### src/pss_map.svh
// Constants for the power step machine state word decoder.
// Assumes a 50 MHz clk_sys and byte addresses on the register bus.
`ifndef PSS_MAP_SVH
`define PSS_MAP_SVH

// ****************************************************************
// Clock and time base
// ****************************************************************
`define PSS_CLK_NS        20
`define PSS_TICK_NS       100000
`define PSS_CNT_W         25

// ****************************************************************
// Register offsets and fields
// ****************************************************************
`define PSS_ADDR_W        4
`define PSS_OFS_WORD_LO   4'h0
`define PSS_OFS_WORD_HI   4'h4
`define PSS_OFS_CTRL      4'h8
`define PSS_OFS_STATUS    4'hC
`define PSS_CTRL_RR       1
`define PSS_CTRL_JUMP     2
`define PSS_WORD_RST      64'h0000_0000_0000_0000

// ****************************************************************
// State word bit positions
// ****************************************************************
`define PSS_B_DFI_POL     20
`define PSS_B_DFI_EN      21
`define PSS_B_WARN_EN     30
`define PSS_B_DWELL       31
`define PSS_B_ADV_SEL     35
`define PSS_B_ADV_POL     39
`define PSS_B_ADV_DLY     40
`define PSS_B_MON_TGT     44
`define PSS_B_EXP_TGT     50
`define PSS_B_ADV_TGT     56
`define PSS_B_RR          62
`define PSS_B_BCAST       63

// ****************************************************************
// Advance condition codes
// ****************************************************************
`define PSS_ADV_SMBUS     4'hC
`define PSS_ADV_PING      4'hE
`define PSS_ADV_PONG      4'hF
`define PSS_CODE_OFF      4'h0

// ****************************************************************
// Delay table, in units of one tick
// ****************************************************************
`define PSS_DLY_0         12'h000
`define PSS_DLY_1         12'h001
`define PSS_DLY_2         12'h002
`define PSS_DLY_3         12'h004
`define PSS_DLY_4         12'h007
`define PSS_DLY_5         12'h00A
`define PSS_DLY_6         12'h014
`define PSS_DLY_7         12'h028
`define PSS_DLY_8         12'h046
`define PSS_DLY_9         12'h064
`define PSS_DLY_10        12'h0C8
`define PSS_DLY_11        12'h190
`define PSS_DLY_12        12'h2BC
`define PSS_DLY_13        12'h3E8
`define PSS_DLY_14        12'h7D0
`define PSS_DLY_15        12'hFA0

`endif

### src/pss_pkg.sv
// Types shared by the state word decoder, its checker and its bench.
// Assumes pss_map.svh supplies every numeric constant.
`default_nettype none

package pss_pkg;

	// ****************************************************************
	// Enumerations
	// ****************************************************************
	typedef enum logic [2:0] {
		ST_IDLE = 3'h1,
		ST_RUN  = 3'h2,
		ST_HOLD = 3'h4
	} pss_state_t;

	typedef enum logic [1:0] {
		CAUSE_NONE  = 2'h0,
		CAUSE_MON   = 2'h1,
		CAUSE_DWELL = 2'h2,
		CAUSE_ADV   = 2'h3
	} pss_cause_t;

	typedef enum logic [1:0] {
		TX_NONE  = 2'h0,
		TX_PING  = 2'h1,
		TX_PONG  = 2'h2,
		TX_BCAST = 2'h3
	} pss_tx_kind_t;

	// ****************************************************************
	// Carriers
	// ****************************************************************
	typedef struct packed {
		logic       warning;
		logic [4:0] dual_function_input;
		logic       vh;
		logic [3:0] vp;
	} pss_sense_t;

	typedef struct packed {
		logic         valid;
		pss_tx_kind_t kind;
		logic [3:0]   addr;
	} pss_link_tx_t;

	typedef struct packed {
		logic       valid;
		pss_cause_t cause;
		logic [5:0] target;
	} pss_jump_t;

endpackage

`default_nettype wire

### src/pss_state_eval.sv
// State word decoder of the power step machine, with Avalon-MM slave.
// Assumes synchronous inputs on clk_sys and software loading the word
// low half first; the write of the high half counts as state entry.
//
// Contract
// - Even bits 20-28 pick input fault level
// - Odd bits 21-29 unmask input monitoring
// - Bit 30 unmasks warning; fault on one
// - Bits 31-34 select dwell limit length
// - Bits 35-38 select advance condition source
// - Bit 39 inverts advance polarity
// - Bits 40-43 set advance hold delay
// - Ping code sends ping to delay address
// - Pong code waits ping, answers same address
// - Monitor fault jumps to bits 44-49
// - Dwell expiry jumps to bits 50-55
// - Met advance jumps to bits 56-61
// - Round robin is bit 62 OR global
// - Bit 63 broadcasts on local advance exit
// - Code zero: no dwell limit, no delay
// - Codes 14 and 15 are ping, pong
// - Code 12 waits software jump command
//
// Decided for this implementation: the Avalon-MM interface to the registers and the placing of the registers.
`default_nettype none
`timescale 1ns/1ps
`include "pss_map.svh"

module pss_state_eval #(
	parameter int TICK_CYCLES = `PSS_TICK_NS / `PSS_CLK_NS,
	parameter int CNT_W       = `PSS_CNT_W
) (
	input  wire logic                 clk_sys,
	input  wire logic                 reset,
	input  wire logic [3:0]           avs_address,
	input  wire logic                 avs_read,
	input  wire logic                 avs_write,
	input  wire logic [31:0]          avs_writedata,
	input  wire logic [3:0]           avs_byteenable,
	output logic      [31:0]          avs_readdata,
	output logic                      avs_waitrequest,
	input  wire pss_pkg::pss_sense_t  sense,
	input  wire logic                 link_rx_ping,
	input  wire logic [3:0]           link_rx_addr,
	input  wire logic                 link_tx_ready,
	output pss_pkg::pss_link_tx_t     link_tx,
	output pss_pkg::pss_jump_t        jump,
	output logic                      round_robin_en
);

	// ****************************************************************
	// Parameter check
	// ****************************************************************
	if (TICK_CYCLES < 1 ||
	    CNT_W < $clog2(4001 * TICK_CYCLES + 1)) begin : g_bad_param
		$error("pss_state_eval: TICK_CYCLES or CNT_W out of range.");
	end

	// ****************************************************************
	// Declarations
	// ****************************************************************
	logic [63:0]              word_ff;
	logic                     glob_rr_ff;
	logic                     jump_cmd_ff;
	logic                     wait_ff;
	logic [31:0]              rdata_ff;
	pss_pkg::pss_state_t      state_ff;
	pss_pkg::pss_state_t      nxt_state;
	pss_pkg::pss_link_tx_t    tx_ff;
	pss_pkg::pss_jump_t       jump_ff;
	pss_pkg::pss_cause_t      last_cause_ff;
	logic [5:0]               last_target_ff;
	logic                     ping_sent_ff;
	logic                     ping_heard_ff;
	logic                     pong_sent_ff;
	logic                     rr_ff;
	logic                     settle_ff;
	logic [CNT_W-1:0]         dwell_cnt_ff;
	logic [CNT_W-1:0]         adv_cnt_ff;
	logic [11:0]              dwell_ticks;
	logic [11:0]              adv_ticks;
	logic [CNT_W-1:0]         dwell_limit;
	logic [CNT_W-1:0]         adv_limit;
	logic [4:0]               dfi_hit;
	logic [15:0]              src_all;
	logic                     wr_take;
	logic                     rd_take;
	logic                     entry;
	logic                     running;
	logic                     mon_fault;
	logic                     dwell_exp;
	logic                     adv_true;
	logic                     adv_go;
	logic                     leave;
	logic                     tx_done;
	logic                     bcast_go;
	logic [3:0]               dwell_code;
	logic [3:0]               adv_sel;
	logic [3:0]               adv_dly;
	logic [31:0]              status;
	logic [31:0]              ctrl_rd;

	function automatic logic [31:0] pss_merge(
		input logic [31:0] old,
		input logic [31:0] wd,
		input logic [3:0]  be
	);
		logic [31:0] res;
		res = old;
		for (int i = 0; i < 4; i++) begin
			if (be[i]) begin
				res[8*i +: 8] = wd[8*i +: 8];
			end
		end
		return res;
	endfunction

	// ****************************************************************
	// Avalon-MM slave
	// ****************************************************************
	// One wait state on every access keeps read data registered.
	assign rd_take = avs_read & wait_ff;
	assign wr_take = avs_write & ~wait_ff;
	assign entry   = wr_take && (avs_address == `PSS_OFS_WORD_HI);

	always_ff @(posedge clk_sys) begin
		if (reset) begin
			wait_ff <= 1'b1;
		end else if (wait_ff) begin
			wait_ff <= ~(avs_read | avs_write);
		end else begin
			wait_ff <= 1'b1;
		end
	end

	assign ctrl_rd = {29'h0, jump_cmd_ff, glob_rr_ff, 1'b0};
	assign status  = {16'h0, 2'h0, last_target_ff, last_cause_ff,
	                  adv_true, mon_fault, 1'b0, state_ff};

	always_ff @(posedge clk_sys) begin
		if (reset) begin
			rdata_ff <= 32'h0;
		end else if (rd_take) begin
			case (avs_address)
				`PSS_OFS_WORD_LO: rdata_ff <= word_ff[31:0];
				`PSS_OFS_WORD_HI: rdata_ff <= word_ff[63:32];
				`PSS_OFS_CTRL:    rdata_ff <= ctrl_rd;
				`PSS_OFS_STATUS:  rdata_ff <= status;
				default:          rdata_ff <= 32'h0;
			endcase
		end
	end

	always_ff @(posedge clk_sys) begin
		if (reset) begin
			word_ff <= `PSS_WORD_RST;
		end else if (wr_take && avs_address == `PSS_OFS_WORD_LO) begin
			word_ff[31:0] <= pss_merge(word_ff[31:0], avs_writedata,
			                           avs_byteenable);
		end else if (entry) begin
			word_ff[63:32] <= pss_merge(word_ff[63:32], avs_writedata,
			                            avs_byteenable);
		end
	end

	always_ff @(posedge clk_sys) begin
		if (reset) begin
			glob_rr_ff <= 1'b0;
		end else if (wr_take && avs_address == `PSS_OFS_CTRL &&
		             avs_byteenable[0]) begin
			glob_rr_ff <= avs_writedata[`PSS_CTRL_RR];
		end
	end

	// A new command written in the leaving cycle survives the clear.
	always_ff @(posedge clk_sys) begin
		if (reset) begin
			jump_cmd_ff <= 1'b0;
		end else if (wr_take && avs_address == `PSS_OFS_CTRL &&
		             avs_byteenable[0] && avs_writedata[`PSS_CTRL_JUMP]) begin
			jump_cmd_ff <= 1'b1;
		end else if (leave) begin
			jump_cmd_ff <= 1'b0;
		end
	end

	// ****************************************************************
	// Field decode and monitor
	// ****************************************************************
	assign dwell_code = word_ff[`PSS_B_DWELL +: 4];
	assign adv_sel    = word_ff[`PSS_B_ADV_SEL +: 4];
	assign adv_dly    = word_ff[`PSS_B_ADV_DLY +: 4];
	assign running    = (state_ff == pss_pkg::ST_RUN) && !settle_ff;

	for (genvar i = 0; i < 5; i++) begin : g_dfi
		assign dfi_hit[i] = word_ff[`PSS_B_DFI_EN + 2*i] &&
			(sense.dual_function_input[i] ==
			 word_ff[`PSS_B_DFI_POL + 2*i]);
	end

	assign mon_fault = (|dfi_hit) ||
		(word_ff[`PSS_B_WARN_EN] && sense.warning);

	// ****************************************************************
	// Advance condition
	// ****************************************************************
	assign src_all = {pong_sent_ff, ping_sent_ff, 1'b0, jump_cmd_ff,
	                  sense.warning, sense.dual_function_input,
	                  sense.vh, sense.vp, 1'b0};
	assign adv_true = src_all[adv_sel] ^ word_ff[`PSS_B_ADV_POL];

	pss_delay_rom u_dwell_rom (
		.clk_sys (clk_sys),
		.reset   (reset),
		.code    (dwell_code),
		.ticks   (dwell_ticks)
	);

	pss_delay_rom u_adv_rom (
		.clk_sys (clk_sys),
		.reset   (reset),
		.code    (adv_dly),
		.ticks   (adv_ticks)
	);

	assign dwell_limit = CNT_W'(dwell_ticks) * CNT_W'(TICK_CYCLES);
	assign adv_limit   = CNT_W'(adv_ticks) * CNT_W'(TICK_CYCLES);

	// The delay field doubles as a link address for ping and pong.
	assign dwell_exp = (dwell_code != `PSS_CODE_OFF) &&
		(dwell_cnt_ff >= dwell_limit);
	assign adv_go = adv_true && ((adv_dly == `PSS_CODE_OFF) ||
		adv_sel == `PSS_ADV_PING || adv_sel == `PSS_ADV_PONG ||
		adv_cnt_ff >= adv_limit);

	assign leave    = running && !entry &&
		(mon_fault || dwell_exp || adv_go);
	assign bcast_go = running && !entry && !mon_fault && !dwell_exp &&
		adv_go && word_ff[`PSS_B_BCAST];
	assign tx_done  = tx_ff.valid && link_tx_ready;

	// ****************************************************************
	// Counters
	// ****************************************************************
	// Delay limits lag entry by one edge, so running waits for them.
	always_ff @(posedge clk_sys) begin
		settle_ff <= entry && !reset;
	end

	always_ff @(posedge clk_sys) begin
		if (reset || entry || !running) begin
			dwell_cnt_ff <= '0;
		end else if (dwell_cnt_ff < dwell_limit) begin
			dwell_cnt_ff <= dwell_cnt_ff + CNT_W'(1);
		end
	end

	always_ff @(posedge clk_sys) begin
		if (reset || entry || !running || !adv_true) begin
			adv_cnt_ff <= '0;
		end else if (adv_cnt_ff < adv_limit) begin
			adv_cnt_ff <= adv_cnt_ff + CNT_W'(1);
		end
	end

	// ****************************************************************
	// State machine
	// ****************************************************************
	always_comb begin
		case (state_ff)
			pss_pkg::ST_IDLE: nxt_state = pss_pkg::ST_IDLE;
			pss_pkg::ST_RUN: begin
				if (bcast_go) begin
					nxt_state = pss_pkg::ST_HOLD;
				end else if (leave) begin
					nxt_state = pss_pkg::ST_IDLE;
				end else begin
					nxt_state = pss_pkg::ST_RUN;
				end
			end
			pss_pkg::ST_HOLD: begin
				nxt_state = tx_done ? pss_pkg::ST_IDLE : pss_pkg::ST_HOLD;
			end
			default: nxt_state = pss_pkg::ST_IDLE;
		endcase
	end

	always_ff @(posedge clk_sys) begin
		if (reset) begin
			state_ff <= pss_pkg::ST_IDLE;
		end else if (entry) begin
			state_ff <= pss_pkg::ST_RUN;
		end else begin
			state_ff <= nxt_state;
		end
	end

	// Monitor faults outrank expiry, which outranks a met advance.
	always_ff @(posedge clk_sys) begin
		if (reset) begin
			jump_ff        <= '0;
			last_cause_ff  <= pss_pkg::CAUSE_NONE;
			last_target_ff <= 6'h0;
		end else if (leave) begin
			jump_ff.valid <= 1'b1;
			if (mon_fault) begin
				jump_ff.cause  <= pss_pkg::CAUSE_MON;
				jump_ff.target <= word_ff[`PSS_B_MON_TGT +: 6];
				last_cause_ff  <= pss_pkg::CAUSE_MON;
				last_target_ff <= word_ff[`PSS_B_MON_TGT +: 6];
			end else if (dwell_exp) begin
				jump_ff.cause  <= pss_pkg::CAUSE_DWELL;
				jump_ff.target <= word_ff[`PSS_B_EXP_TGT +: 6];
				last_cause_ff  <= pss_pkg::CAUSE_DWELL;
				last_target_ff <= word_ff[`PSS_B_EXP_TGT +: 6];
			end else begin
				jump_ff.cause  <= pss_pkg::CAUSE_ADV;
				jump_ff.target <= word_ff[`PSS_B_ADV_TGT +: 6];
				last_cause_ff  <= pss_pkg::CAUSE_ADV;
				last_target_ff <= word_ff[`PSS_B_ADV_TGT +: 6];
			end
		end else begin
			jump_ff.valid <= 1'b0;
		end
	end

	// ****************************************************************
	// Interchip link handshake
	// ****************************************************************
	always_ff @(posedge clk_sys) begin
		if (reset || entry) begin
			ping_sent_ff  <= 1'b0;
			ping_heard_ff <= 1'b0;
			pong_sent_ff  <= 1'b0;
		end else begin
			if (tx_done && tx_ff.kind == pss_pkg::TX_PING) begin
				ping_sent_ff <= 1'b1;
			end
			if (running && adv_sel == `PSS_ADV_PONG && link_rx_ping &&
			    link_rx_addr == adv_dly) begin
				ping_heard_ff <= 1'b1;
			end
			if (tx_done && tx_ff.kind == pss_pkg::TX_PONG) begin
				pong_sent_ff <= 1'b1;
			end
		end
	end

	// A broadcast at exit waits for the link before the block idles.
	always_ff @(posedge clk_sys) begin
		if (reset) begin
			tx_ff <= '0;
		end else if (tx_done) begin
			tx_ff <= '0;
		end else if (!tx_ff.valid) begin
			if (bcast_go) begin
				tx_ff <= {1'b1, pss_pkg::TX_BCAST, 4'h0};
			end else if (running && !entry && adv_sel == `PSS_ADV_PING &&
			             !ping_sent_ff) begin
				tx_ff <= {1'b1, pss_pkg::TX_PING, adv_dly};
			end else if (running && !entry && ping_heard_ff &&
			             !pong_sent_ff) begin
				tx_ff <= {1'b1, pss_pkg::TX_PONG, adv_dly};
			end
		end
	end

	always_ff @(posedge clk_sys) begin
		if (reset) begin
			rr_ff <= 1'b0;
		end else begin
			rr_ff <= word_ff[`PSS_B_RR] | glob_rr_ff;
		end
	end

	// ****************************************************************
	// Outputs
	// ****************************************************************
	assign avs_readdata    = rdata_ff;
	assign avs_waitrequest = wait_ff;
	assign link_tx         = tx_ff;
	assign jump            = jump_ff;
	assign round_robin_en  = rr_ff;

endmodule // pss_state_eval

`default_nettype wire

### src/pss_delay_rom.sv
// Delay table: turns a 4-bit dwell or advance code into a tick count.
// Assumes the code is held steady; the count appears one edge later.
`default_nettype none
`timescale 1ns/1ps
`include "pss_map.svh"

module pss_delay_rom (
	input  wire logic        clk_sys,
	input  wire logic        reset,
	input  wire logic [3:0]  code,
	output logic      [11:0] ticks
);

	logic [11:0] ticks_ff;
	logic [11:0] nxt_ticks;

	always_comb begin
		case (code)
			4'h0:    nxt_ticks = `PSS_DLY_0;
			4'h1:    nxt_ticks = `PSS_DLY_1;
			4'h2:    nxt_ticks = `PSS_DLY_2;
			4'h3:    nxt_ticks = `PSS_DLY_3;
			4'h4:    nxt_ticks = `PSS_DLY_4;
			4'h5:    nxt_ticks = `PSS_DLY_5;
			4'h6:    nxt_ticks = `PSS_DLY_6;
			4'h7:    nxt_ticks = `PSS_DLY_7;
			4'h8:    nxt_ticks = `PSS_DLY_8;
			4'h9:    nxt_ticks = `PSS_DLY_9;
			4'hA:    nxt_ticks = `PSS_DLY_10;
			4'hB:    nxt_ticks = `PSS_DLY_11;
			4'hC:    nxt_ticks = `PSS_DLY_12;
			4'hD:    nxt_ticks = `PSS_DLY_13;
			4'hE:    nxt_ticks = `PSS_DLY_14;
			default: nxt_ticks = `PSS_DLY_15;
		endcase
	end

	always_ff @(posedge clk_sys) begin
		if (reset) begin
			ticks_ff <= `PSS_DLY_0;
		end else begin
			ticks_ff <= nxt_ticks;
		end
	end

	assign ticks = ticks_ff;

endmodule // pss_delay_rom

`default_nettype wire

### config.mk
export PLATFORM = sky130hd
export DESIGN_NAME = pss_state_eval
export DESIGN_NICKNAME = d
export VERILOG_FILES = /design/src/pss_pkg.sv /design/src/pss_state_eval.sv /design/src/pss_delay_rom.sv
export VERILOG_INCLUDE_DIRS = /design/src
export SDC_FILE = /design/constraint.sdc
export NUM_CORES = 1
export LEC_CHECK = 0
export BUFFER_PORTS_ARGS = -buffer_cell sky130_fd_sc_hd__buf_2
export CORE_AREA = 2 2 179 198
export CTS_CLUSTER_SIZE = 12
export DETAILED_ROUTE_END_ITERATION = 10
export DIE_AREA = 0 0 181 200
export PLACE_DENSITY_LB_ADDON = 0.1
export SYNTH_ARGS = -nofsm -noshare
export SYNTH_HDL_FRONTEND = slang
export SYNTH_SLANG_ARGS = --single-unit
### constraint.sdc
create_clock -name clk_sys -period 20 [get_ports clk_sys]
set_input_delay 1 -clock clk_sys [delete_from_list [all_inputs] [get_ports clk_sys]]
set_output_delay 1 -clock clk_sys [all_outputs]
set_load 0.02 [all_outputs]
==> results of run 1 <==
layout make-up:
cell class | count | share of cell area [%]
antenna | 3 | 0.0499
clock buffer | 19 | 2.95
clock inverter | 13 | 1.25
inverter | 184 | 4.59
multi-input combinational | 1161 | 57.3
sequential | 197 | 26.2
tap | 438 | 3.64
timing repair buffer | 117 | 4.03
through the flow:
step | hold slack, ns | util, %
after global routing | 0.484 | 44.1
final | 0.456 | 44.1
after CTS | 0.458 | 44.1
after detailed placement | 0.447 | 42.2
after floorplan | 0.436 | -
after global placement | 0.438 | 42.2
synthesized netlist by cell type (3+ instances only):
| library cell | number |
|---|---|
| or2_2 | 4 |
| nor4_1 | 5 |
| a21o_1 | 8 |
| nand2b_1 | 9 |
| xor2_1 | 44 |
| o21ai_0 | 32 |
| mux2i_1 | 21 |
| mux2_2 | 4 |
| or3_1 | 13 |
| ha_1 | 178 |
| nor3_1 | 22 |
| o31a_1 | 3 |
| o211ai_1 | 4 |
| o21bai_1 | 5 |
| inv_1 | 184 |
| nand4_1 | 16 |
| nor2b_1 | 7 |
| dfxtp_1 | 197 |
| and2_1 | 11 |
| buf_1 | 5 |
| xnor2_1 | 31 |
| nand2_1 | 136 |
| o2111ai_1 | 4 |
| a22oi_1 | 36 |
| nand3_1 | 100 |
| a21oi_1 | 160 |
| and3_1 | 20 |
| a31oi_1 | 5 |
| nor2_1 | 155 |
| mux4_2 | 3 |
| a22o_1 | 7 |
| nand4b_1 | 4 |
| and4_1 | 3 |
| fa_1 | 46 |
| clkbuf_1 | 51 |
| o31ai_1 | 4 |
| nor3b_1 | 4 |
| buf_2 | 5 |
| o21a_1 | 8 |
| a211oi_1 | 6 |
worst paths after layout:
path              cells past startpoint  slack [ns]                 start           to
setup reg to reg                     28       12.90  u_dwell_rom.ticks[4]  state_ff[2]
hold reg to reg                       2        0.46           word_ff[14]  word_ff[14]
hold / removal                        2        0.46           word_ff[14]  word_ff[14]
setup / recovery                     28       12.90  u_dwell_rom.ticks[4]  state_ff[2]
flip-flops by register name, summed over array words and instances (netlist names):
signal,flops
pong_sent_ff,1
state_ff,3
word_ff,64
adv_cnt_ff,25
u_dwell_rom.ticks,12
glob_rr_ff,1
avs_readdata,32
link_tx,7
ping_sent_ff,1
round_robin_en,1
settle_ff,1
ping_heard_ff,1
dwell_cnt_ff,25
jump_cmd_ff,1
u_adv_rom.ticks,12
jump,9
avs_waitrequest,1
layer usage:
| metal | part of all wire (%) | wire, µm |
|---|---|---|
| met5 | 0.077 | 27 |
| met4 | 1.9 | 663 |
| met3 | 4.4 | 1540 |
| met2 | 48 | 16900 |
| met1 | 45 | 15900 |
worst max-delay path: cells and delay by family (launching register included):
kind	cells	cell delay, ns
and+or+nand+nor	5	0.94
AOI/OAI and AO/OA	9	2.42
DFF	1	0.37
adders and majority gates	7	2.71
buffers and inverters	6	0.35
xor gates and xnor gates	1	0.18
kinds of logic after synthesis:
logic type / Yosys count
buf+inv: 249
mux: 28
flops: 197
compound gates: 310
simple gates: 523
fa+ha+maj: 224
xor+xnor: 76
power by group through the flow:
| stage | clock [mW] | combinational, mW | sequential, mW |
|---|---|---|---|
| floorplan | 0 | 0.0157 | 0.402 |
| global placement | 0 | 0.0296 | 0.402 |
| detailed placement | 0 | 0.0295 | 0.402 |
| CTS | 0.389 | 0.0297 | 0.393 |
| global route | 0.405 | 0.0321 | 0.393 |
| finish | 0.380 | 0.0294 | 0.393 |
==> summary.txt, run 1 <==
DP Worst Slack -> 12.83 ns
Clock Sinks -> 197
CP endpoint kind -> flop
largest net degree at the start of global routing -> 75
worst setup margin -> 12.90 ns
Die ar. -> 36200 µm²
Post-synth EDFFs -> 0
RD Place Congestion -> 0.859
post-synthesis area per instance -> 8.41 µm²
initial antenna violation count -> 5
detailed placement HPWL -> 27000 µm
drt wl/cell -> 16.4 µm
CP startpoint kind -> flop
num ports -> 111
post-route cell area -> 15000 µm²
vias per cell -> 5.13
fmax -> 0.141 GHz
met1 Usage GRT -> 24.5%
synth warn -> 0
Clock Latency Late Sink -> 0.45 ns
minimum clock period -> 7.10 ns
Non-Filler Instances -> 2132
period utilization -> 35.5%
Die H -> 200 µm
post-synthesis cell type count -> 75
vias post-DR -> 10.9k
fin nets -> 1963
kind of critical path -> flop to flop
deepest clock path buffer count -> 2
Core Footprint -> 34100 µm²
final WL -> 35000 µm
fillers -> 3465
Sw Ratio -> 24.4%
post-synthesis mux area share -> 2.39%
Synth Area in XOR/XNOR -> 4.98%
share of total power in combinational logic -> 3.7%
Final Hold Vio Count -> 0
crit-path max cell delay -> 0.54 ns
DP Area -> 14400 µm²
Yosys top cell by area -> dfxtp_1
multi-input logic area -> 8610 µm²
grt ovf -> 0
total internal power -> 607 µW
CTS tree -> built
setup TNS -> 0 ns
# hold bufs at CTS -> 0
Final Setup Violations -> 0
DRT antenna net count -> 0
#FFs+latches synth -> 197
share of the yosys chip area belonging to registers -> 29.2%
row count -> 71
1st-iter DRT viols -> 670
PwrDens -> 53.4 nW/µm²
Required @ worst endpoint -> 20.35 ns
count of final max-slew check failures -> 0
area delta synth->final -> 11.3%
post-synth design cell area -> 13500 µm²
largest family of logic cells by synthesized area -> adder cells
H-tree lvl count -> 4
met2 usage -> 34.3%
PnR Total Power -> 803 µW
layout cells sized above 1 -> 10.6%
# resized after CTS -> 0
Max Cap Viol -> 0
Worst-Margin Slew -> 1.20 ns
adder-cell share of the synthesized area -> 23.3%
Synth Area in Simple Gates -> 18.6%
worst relative slew slack -> 19.6%
leakage power -> 6.63 nW
GRT met3 Usage -> 4.59%
Synth area leaders -> dfxtp_1, ha_1, fa_1
WP data arrival -> 7.44 ns
most common cell after layout, fill and taps aside -> dfxtp_1
Die X-Extent -> 181 µm
total area of sequential cells -> 3940 µm²
dominant synthesized flop cell -> dfxtp_1
global-route wire length before repair -> 56900 µm
vias in the first global route -> 10.9k
Max rail drop VDD -> 0.0505 mV
clock tree root driver cell -> clkbuf_16
Post-synth ARST share -> 0%
CP max-delay cell -> fa_1
most frequent cells in the layout -> dfxtp_1, inv_1, ha_1
clock power share -> 47.4%
post-synth top area share -> 29.2%
Clock Skew -> 0.0105 ns
grt peak-use layer -> met2
RSZ-0062 raised after global routing -> no
Placed Cells -> 2097
effective utilization at floorplan -> 39.6%
Port Buf Inserts -> 110
Hold Crit Class -> flop to flop
Net Switching -> 196 µW
Synth Area in Compound Gates -> 14.4%
Synth Instances -> 1607
CP Max Fanout -> 12
status -> finished, final reports clean
Pre-antenna DRT Iters -> 5
postcts setup bufs -> 0
GRT Overall Usage -> 19.7%
syn_nets -> 1892
sequential share of power -> 49.0%
drt drc -> 0
most frequent cell on the critical path -> inv_1
Clock transition at path regs -> 0.08 ns
CTS Buf Count -> 17
Note: power is estimated with default switching activity, not from simulation.
==> inputs of run 2 (changes only) <==
Settings changed: ABC_AREA from default to 1, CORE_AREA 2 2 179 198 to 2 2 182 202, DIE_AREA 0 0 181 200 to 0 0 184 204.
Clock period 20 ns to 7.13 ns, I/O delays scaled along.
==> run 2 against run 1 <==
  * Critical path depth is 7 higher
  * Total power rose to 2.7 times the previous value
  * Wire length rose by 5.1%
  * First-iteration DRC count shrank 8.5%
  * Sequential share of layout area shrank 0.96 points
  * Sequential power grew to 2.8 times the previous value
  * Count of clock-buffer cells in the layout stayed put
  * Die area rose by 3.7%
  * Worst setup slack got worse by 12 ns
  * Maximum frequency up 15%
  * Design area increased by 3.8%
  * Highest routed layer unchanged
==> summary.txt, run 2 <==
fmax -> 0.162 GHz (+15%)
count of final max-slew check failures -> 0 (unchanged)
Port Buf Inserts -> 110 (unchanged)
fin nets -> 2266 (+15%)
row count -> 73 (+2.8%)
post-synthesis area per instance -> 7.46 µm² (-11%)
post-synth design cell area -> 14100 µm² (+4.1%)
Final Hold Vio Count -> 0 (unchanged)
setup TNS -> 0 ns (unchanged)
Required @ worst endpoint -> 7.52 ns (-12.83 ns)
global-route wire length before repair -> 60400 µm (+6.2%)
crit-path max cell delay -> 0.52 ns (-0.02 ns)
Yosys top cell by area -> dfxtp_1
# hold bufs at CTS -> 0 (unchanged)
Worst-Margin Slew -> 0.682 ns (-0.521 ns)
total area of sequential cells -> 3940 µm² (unchanged)
largest family of logic cells by synthesized area -> simple AND/OR/NAND/NOR gates
share of total power in combinational logic -> 4.8% (+1.1 points)
adder-cell share of the synthesized area -> 22.4% (-0.92 points)
Die H -> 204 µm (+2.0%)
end of the worst register-to-register path -> state_ff[1]
Clock Sinks -> 197 (unchanged)
vias post-DR -> 12.1k (+10%)
H-tree lvl count -> 4 (unchanged)
Critical path buffers and inverters -> 6 (unchanged)
CP Max Fanout -> 13 (+1)
Synth Area in Simple Gates -> 22.8% (+4.2 points)
DP Worst Slack -> 0.938 ns (-11.89 ns)
multi-input logic area -> 8690 µm² (+0.94%)
Hold Path Sink -> avs_waitrequest
area delta synth->final -> 11.0%
drt drc -> 0 (unchanged)
sequential share of power -> 50.6% (+1.6 points)
initial antenna violation count -> 3 (-2)
Synth Instances -> 1886 (+17%)
Synth Area in XOR/XNOR -> 2.30% (-2.7 points)
CTS tree -> built
detailed placement HPWL -> 29400 µm (+8.7%)
CP endpoint kind -> flop
Final Setup Violations -> 0 (unchanged)
Die ar. -> 37500 µm² (+3.7%)
grt ovf -> 0 (unchanged)
drt wl/cell -> 15.1 µm (-8.3%)
leakage power -> 7.32 nW (+10%)
layout cells sized above 1 -> 12.9% (+2.4 points)
CTS Buf Count -> 17 (unchanged)
#FFs+latches synth -> 197 (unchanged)
most common cell after layout, fill and taps aside -> nand2_1
Clock Skew -> 0.0105 ns (-0.0000267 ns)
clock tree root driver cell -> clkbuf_16
hold_sp -> avs_read
max FFs per register -> 64 (unchanged)
post-synthesis mux area share -> 0% (-2.4 points)
RD Place Congestion -> 0.877 (+2.1%)
PwrDens -> 140 nW/µm² (+160%)
minimum clock period -> 6.15 ns (-0.942 ns)
status -> finished, final reports clean
Post-synth EDFFs -> 0 (unchanged)
Sw Ratio -> 25.3% (+0.84 points)
worst setup margin -> 0.975 ns (-11.93 ns)
Clock Latency Late Sink -> 0.45 ns (about the same)
PnR Total Power -> 2.18 mW (+170%)
Post-synth top cells -> nand2_1, inv_1, dfxtp_1
most frequent cell on the critical path -> nand2_1
RSZ-0062 raised after global routing -> no
Min-Delay Path Depth -> 2 (unchanged)
count leader, synth -> nand2_1
num ports -> 111 (unchanged)
dominant synthesized flop cell -> dfxtp_1
Clock transition at path regs -> 0.07 ns (about the same)
Net Switching -> 551 µW (+180%)
Post-synth ARST share -> 0% (unchanged)
Hold Crit Class -> input pin to flop
post-synth top area share -> 28.0% (-1.2 points)
share of the yosys chip area belonging to registers -> 28.0% (-1.2 points)
DRT antenna net count -> 0 (unchanged)
largest net degree at the start of global routing -> 61 (-19%)
flop2flop setup slack -> 0.98 ns (-11.93 ns)
Synth Area in Compound Gates -> 14.3% (-0.096 points)
1st-iter DRT viols -> 613 (-8.5%)
synth warn -> 0 (unchanged)
r2r startpoint -> u_dwell_rom.ticks[5]
CP startpoint kind -> flop
WP data arrival -> 6.54 ns (-0.90 ns)
Core Footprint -> 35600 µm² (+4.4%)
post-synthesis cell type count -> 57 (-24%)
vias per cell -> 4.93 (-3.9%)
Pre-antenna DRT Iters -> 5 (unchanged)
worst relative slew slack -> 54.5% (+35 points)
diode count -> 0 (-3)
Most flops, register -> word_ff
effective utilization at floorplan -> 39.5% (-0.12 points)
vias in the first global route -> 11.8k (+8.6%)
Die X-Extent -> 184 µm (+1.7%)
Max Cap Viol -> 0 (unchanged)
CP max-delay cell -> fa_1
final WL -> 36800 µm (+5.1%)
Synth area leaders -> dfxtp_1, ha_1, nand2_1
cell count of the worst reg-to-reg path -> 35 (+25%)
GRT Overall Usage -> 20.3% (+0.55 points)
clock power share -> 44.5% (-2.9 points)
total internal power -> 1.63 mW (+170%)
kind of critical path -> flop to flop
# resized after CTS -> 0 (unchanged)
Max rail drop VDD -> 0.160 mV (+220%)
syn_nets -> 2171 (+15%)
most frequent cells in the layout -> nand2_1, inv_1, dfxtp_1
deepest clock path buffer count -> 2 (unchanged)
Worst path top cell family by delay -> adder cells
fillers -> 3712 (+7.1%)
postcts setup bufs -> 0 (unchanged)
period utilization -> 86.3% (+51 points)
[run 2: cell count changes in the layout (fill, tap and decap cells not counted), sizes merged, moves of 19 or more]
cell and delta:
nand2 +230, a22oi -35, and3 -19, nand3 -31, xor2 -22, inv +144, o21ai +113, nor3 +20
mux2i -21
[run 2: power groups by stage]
stage	Clock [mW]	Sequential [mW]	Combinational [mW]
detailed placement	0	1.13	0.107
finish	0.971	1.10	0.106
CTS	0.997	1.10	0.107
floorplan	0	1.13	0.0596
global placement	0	1.13	0.106
global route	1.03	1.10	0.117
[run 2: cell families (layout without fill, tap and decap cells)]
logic type      count (synthesis)  after routing
compound gates                371            371
xor+xnor                       37             37
buf+inv                       371            478
flops                         197            197
fa+ha+maj                     224            224
simple gates                  686            686
[run 2: final cells by class]
| type | instances | area share (%) |
|---|---|---|
| multi-input combinational | 1318 | 55.7 |
| sequential | 197 | 25.3 |
| inverter | 331 | 7.99 |
| timing repair buffer | 116 | 3.82 |
| tap | 450 | 3.61 |
| clock buffer | 19 | 2.84 |
| clock inverter | 12 | 0.778 |
[run 2: layer usage]
metal	wire, µm	part of all wire (%)	global-route usage, %	up-vias
li1	-	-	-	6277
met1	16800	46	25.3	5523
met3	1250	3.4	3.21	38
met4	738	2.0	6.40	4
met5	20	0.054	0	-
met2	18000	49	35.6	210
[run 2: how the worst max path moves through the flow]
stage,startpoint,to,slack (ns),cells after the start
2_1_floorplan,u_dwell_rom.ticks[4],dwell_cnt_ff[20],1.55,34
3_3_place_gp,u_dwell_rom.ticks[6],state_ff[1],1.11,35
3_5_place_dp,u_dwell_rom.ticks[5],state_ff[1],0.94,35
4_1_cts,u_dwell_rom.ticks[5],state_ff[1],0.92,35
5_1_grt,u_dwell_rom.ticks[5],state_ff[1],0.54,35
6_report,u_dwell_rom.ticks[5],state_ff[1],0.98,35
[run 2: through the flow]
step	util, %	cell area (µm²)	std cells	hold slack (ns)
after global placement	42.2	15000	2412	0.434
after floorplan	-	14100	1886	0.431
after detailed placement	42.2	15000	2412	0.442
after global routing	43.8	15600	2443	0.134
after CTS	43.8	15600	2443	0.0872
final	43.8	15600	2443	0.114
[run 2: worst reg2reg max path, delay by kind of cell (launching register included)]
kind | cells | cell delay (ns)
buf+inv | 6 | 0.38
compound gates | 7 | 1.09
fa+ha+maj | 7 | 2.69
flops | 1 | 0.42
simple gates | 15 | 1.54
==> inputs of run 3 (changes only) <==
Settings changed: CELL_PAD_IN_SITES_DETAIL_PLACEMENT from default to 1, CELL_PAD_IN_SITES_GLOBAL_PLACEMENT from default to 1.
==> run 3 against run 2 <==
  * Worst setup slack got worse by 0.19 ns
  * Clock skew increased by 0.0020 ns
  * Combinational power about the same
  * Via count increased by 3.7%
  * Core utilization about the same
  * Hold slack got worse by 0.0087 ns
  * Largest cell class unchanged
  * Largest power group unchanged
==> summary.txt, run 3 (synthesis results as in run 2) <==
CP startpoint kind -> flop
H-tree lvl count -> 4 (unchanged)
clock tree root driver cell -> clkbuf_16
WP data arrival -> 6.76 ns (+0.22 ns)
drt wl/cell -> 16.7 µm (+11%)
Non-Filler Instances -> 2445 (+0.082%)
largest net degree at the start of global routing -> 69 (+13%)
GRT Overall Usage -> 22.4% (+2.2 points)
CP max-delay cell -> fa_1
vias in the first global route -> 12.9k (+8.8%)
CP Max Fanout -> 13 (unchanged)
RSZ-0062 raised after global routing -> no
Max Cap Viol -> 0 (unchanged)
Clock transition at path regs -> 0.08 ns (about the same)
RD Place Congestion -> 0.869 (-0.92%)
sequential share of power -> 50.3% (-0.3 points)
Max rail drop VDD -> 0.170 mV (+6.5%)
status -> finished, final reports clean
deepest clock path buffer count -> 2 (unchanged)
Placed Cells -> 2413 (+0.041%)
end of the worst register-to-register path -> jump[2]
leakage power -> 7.33 nW (+0.18%)
effective utilization at floorplan -> 39.5% (unchanged)
Pre-antenna DRT Iters -> 5 (unchanged)
r2r startpoint -> u_dwell_rom.ticks[6]
Die H -> 204 µm (unchanged)
Die ar. -> 37500 µm² (unchanged)
period utilization -> 89.0% (+2.7 points)
crit-path max cell delay -> 0.55 ns (+0.03 ns)
# hold bufs at CTS -> 0 (unchanged)
minimum clock period -> 6.34 ns (+0.190 ns)
CP endpoint kind -> flop
Required @ worst endpoint -> 7.54 ns (+0.02 ns)
cell count of the worst reg-to-reg path -> 35 (unchanged)
fmax -> 0.158 GHz (-3.0%)
most common cell after layout, fill and taps aside -> nand2_1
Clock Latency Late Sink -> 0.46 ns (about the same)
Clock Skew -> 0.0125 ns (+0.00197 ns)
hold_sp -> avs_read
CTS Buf Count -> 17 (unchanged)
vias per cell -> 5.11 (+3.6%)
count of final max-slew check failures -> 0 (unchanged)
num ports -> 111 (unchanged)
worst relative slew slack -> 38.9% (-16 points)
global-route wire length before repair -> 66600 µm (+10%)
Port Buf Inserts -> 110 (unchanged)
detailed placement HPWL -> 32700 µm (+11%)
total internal power -> 1.63 mW (-0.23%)
1st-iter DRT viols -> 464 (-24%)
fin nets -> 2267 (+0.044%)
PwrDens -> 141 nW/µm² (+0.63%)
postcts setup bufs -> 0 (unchanged)
DRT antenna net count -> 0 (unchanged)
Min-Delay Path Depth -> 2 (unchanged)
Final Setup Violations -> 0 (unchanged)
drt drc -> 0 (unchanged)
flop2flop setup slack -> 0.79 ns (-0.19 ns)
max FFs per register -> 64 (unchanged)
most frequent cell on the critical path -> nand2_1
Final Hold Vio Count -> 0 (unchanged)
vias post-DR -> 12.5k (+3.7%)
row count -> 73 (unchanged)
Critical Path Start -> u_dwell_rom.ticks[6]
Net Switching -> 570 µW (+3.5%)
CTS tree -> built
Clock Sinks -> 197 (unchanged)
Core Footprint -> 35600 µm² (unchanged)
Die X-Extent -> 184 µm (unchanged)
grt ovf -> 0 (unchanged)
area delta synth->final -> 11.1% (about the same)
most frequent cells in the layout -> nand2_1, inv_1, dfxtp_1
share of total power in combinational logic -> 4.9% (about the same)
fillers -> 4491 (+21%)
final WL -> 40700 µm (+11%)
fin util -> 43.8% (about the same)
initial antenna violation count -> 2 (-1)
layout cells sized above 1 -> 13.0% (+0.094 points)
Sw Ratio -> 26.0% (+0.70 points)
kind of critical path -> flop to flop
Worst-Margin Slew -> 0.912 ns (+0.230 ns)
clock power share -> 44.8% (+0.3 points)
Hold Crit Class -> input pin to flop
setup TNS -> 0 ns (unchanged)
Most flops, register -> word_ff
Hold Path Sink -> avs_waitrequest
# resized after CTS -> 0 (unchanged)
-- run 3: changes by cell type in the layout (fill, tap and decap cells not counted), sizes merged --
| cell | delta |
|---|---|
| clkinv | -1 |
| buf | +1 |
| clkbuf | -2 |
| diode | +1 |
| clkinvlp | -1 |
| inv | +4 |
-- run 3: layer usage --
metal  track usage, %  part of all wire, %  wire length (µm)  vias up
met4             7.83                  2.5              1030        4
met1             26.8                   44             18000     6012
met5                0                0.032                13        -
met3             3.51                  3.1              1260       57
met2             40.5                   50             20500      157
li1                 -                    -                 -     6266
-- run 3: power by group through the flow --
stage          combinational (mW)  clock (mW)  sequential [mW]
2_1_floorplan              0.0596           0             1.13
5_1_grt                     0.119        1.05             1.10
4_1_cts                     0.110        1.01             1.10
6_report                    0.107       0.985             1.10
3_3_place_gp                0.107           0             1.13
3_5_place_dp                0.109           0             1.13
-- run 3: worst max-delay path by stage --
stage               slack [ns]                to  depth (start not counted)
CTS                       0.74           jump[2]                         35
global placement          1.04       state_ff[1]                         35
detailed placement        0.79           jump[2]                         35
global route              0.35           jump[4]                         35
finish                    0.79           jump[2]                         35
floorplan                 1.55  dwell_cnt_ff[20]                         34
-- run 3: worst max-delay path: cells and delay by family (launching register included) --
family                     cells  cell delay [ns]
DFF                            1             0.43
adders and majority gates      7             2.70
buffers and inverters          6             0.40
and+or+nand+nor               16             1.68
AOI/OAI and AO/OA              6             1.09
-- run 3: layout make-up --
class                      instances  area (µm²)  share of cell area (%)
multi-input combinational       1318        8690                    55.7
sequential                       197        3940                    25.2
tap                              450         563                    3.60
clock inverter                    14         141                   0.905
inverter                         331        1250                    7.99
antenna                            1        2.50                  0.0160
clock buffer                      17         425                    2.72
timing repair buffer             117         603                    3.86
-- run 3: metrics by stage --
step	power (mW)	hold WS, ns	worst slack [ns]	cell area, µm²
3_5_place_dp	1.24	0.442	0.794	15100
3_3_place_gp	1.24	0.433	1.04	15100
4_1_cts	2.22	0.0900	0.736	15600
2_1_floorplan	1.19	0.431	1.55	14100
5_1_grt	2.27	0.0948	0.346	15600
6_report	2.20	0.106	0.786	15600
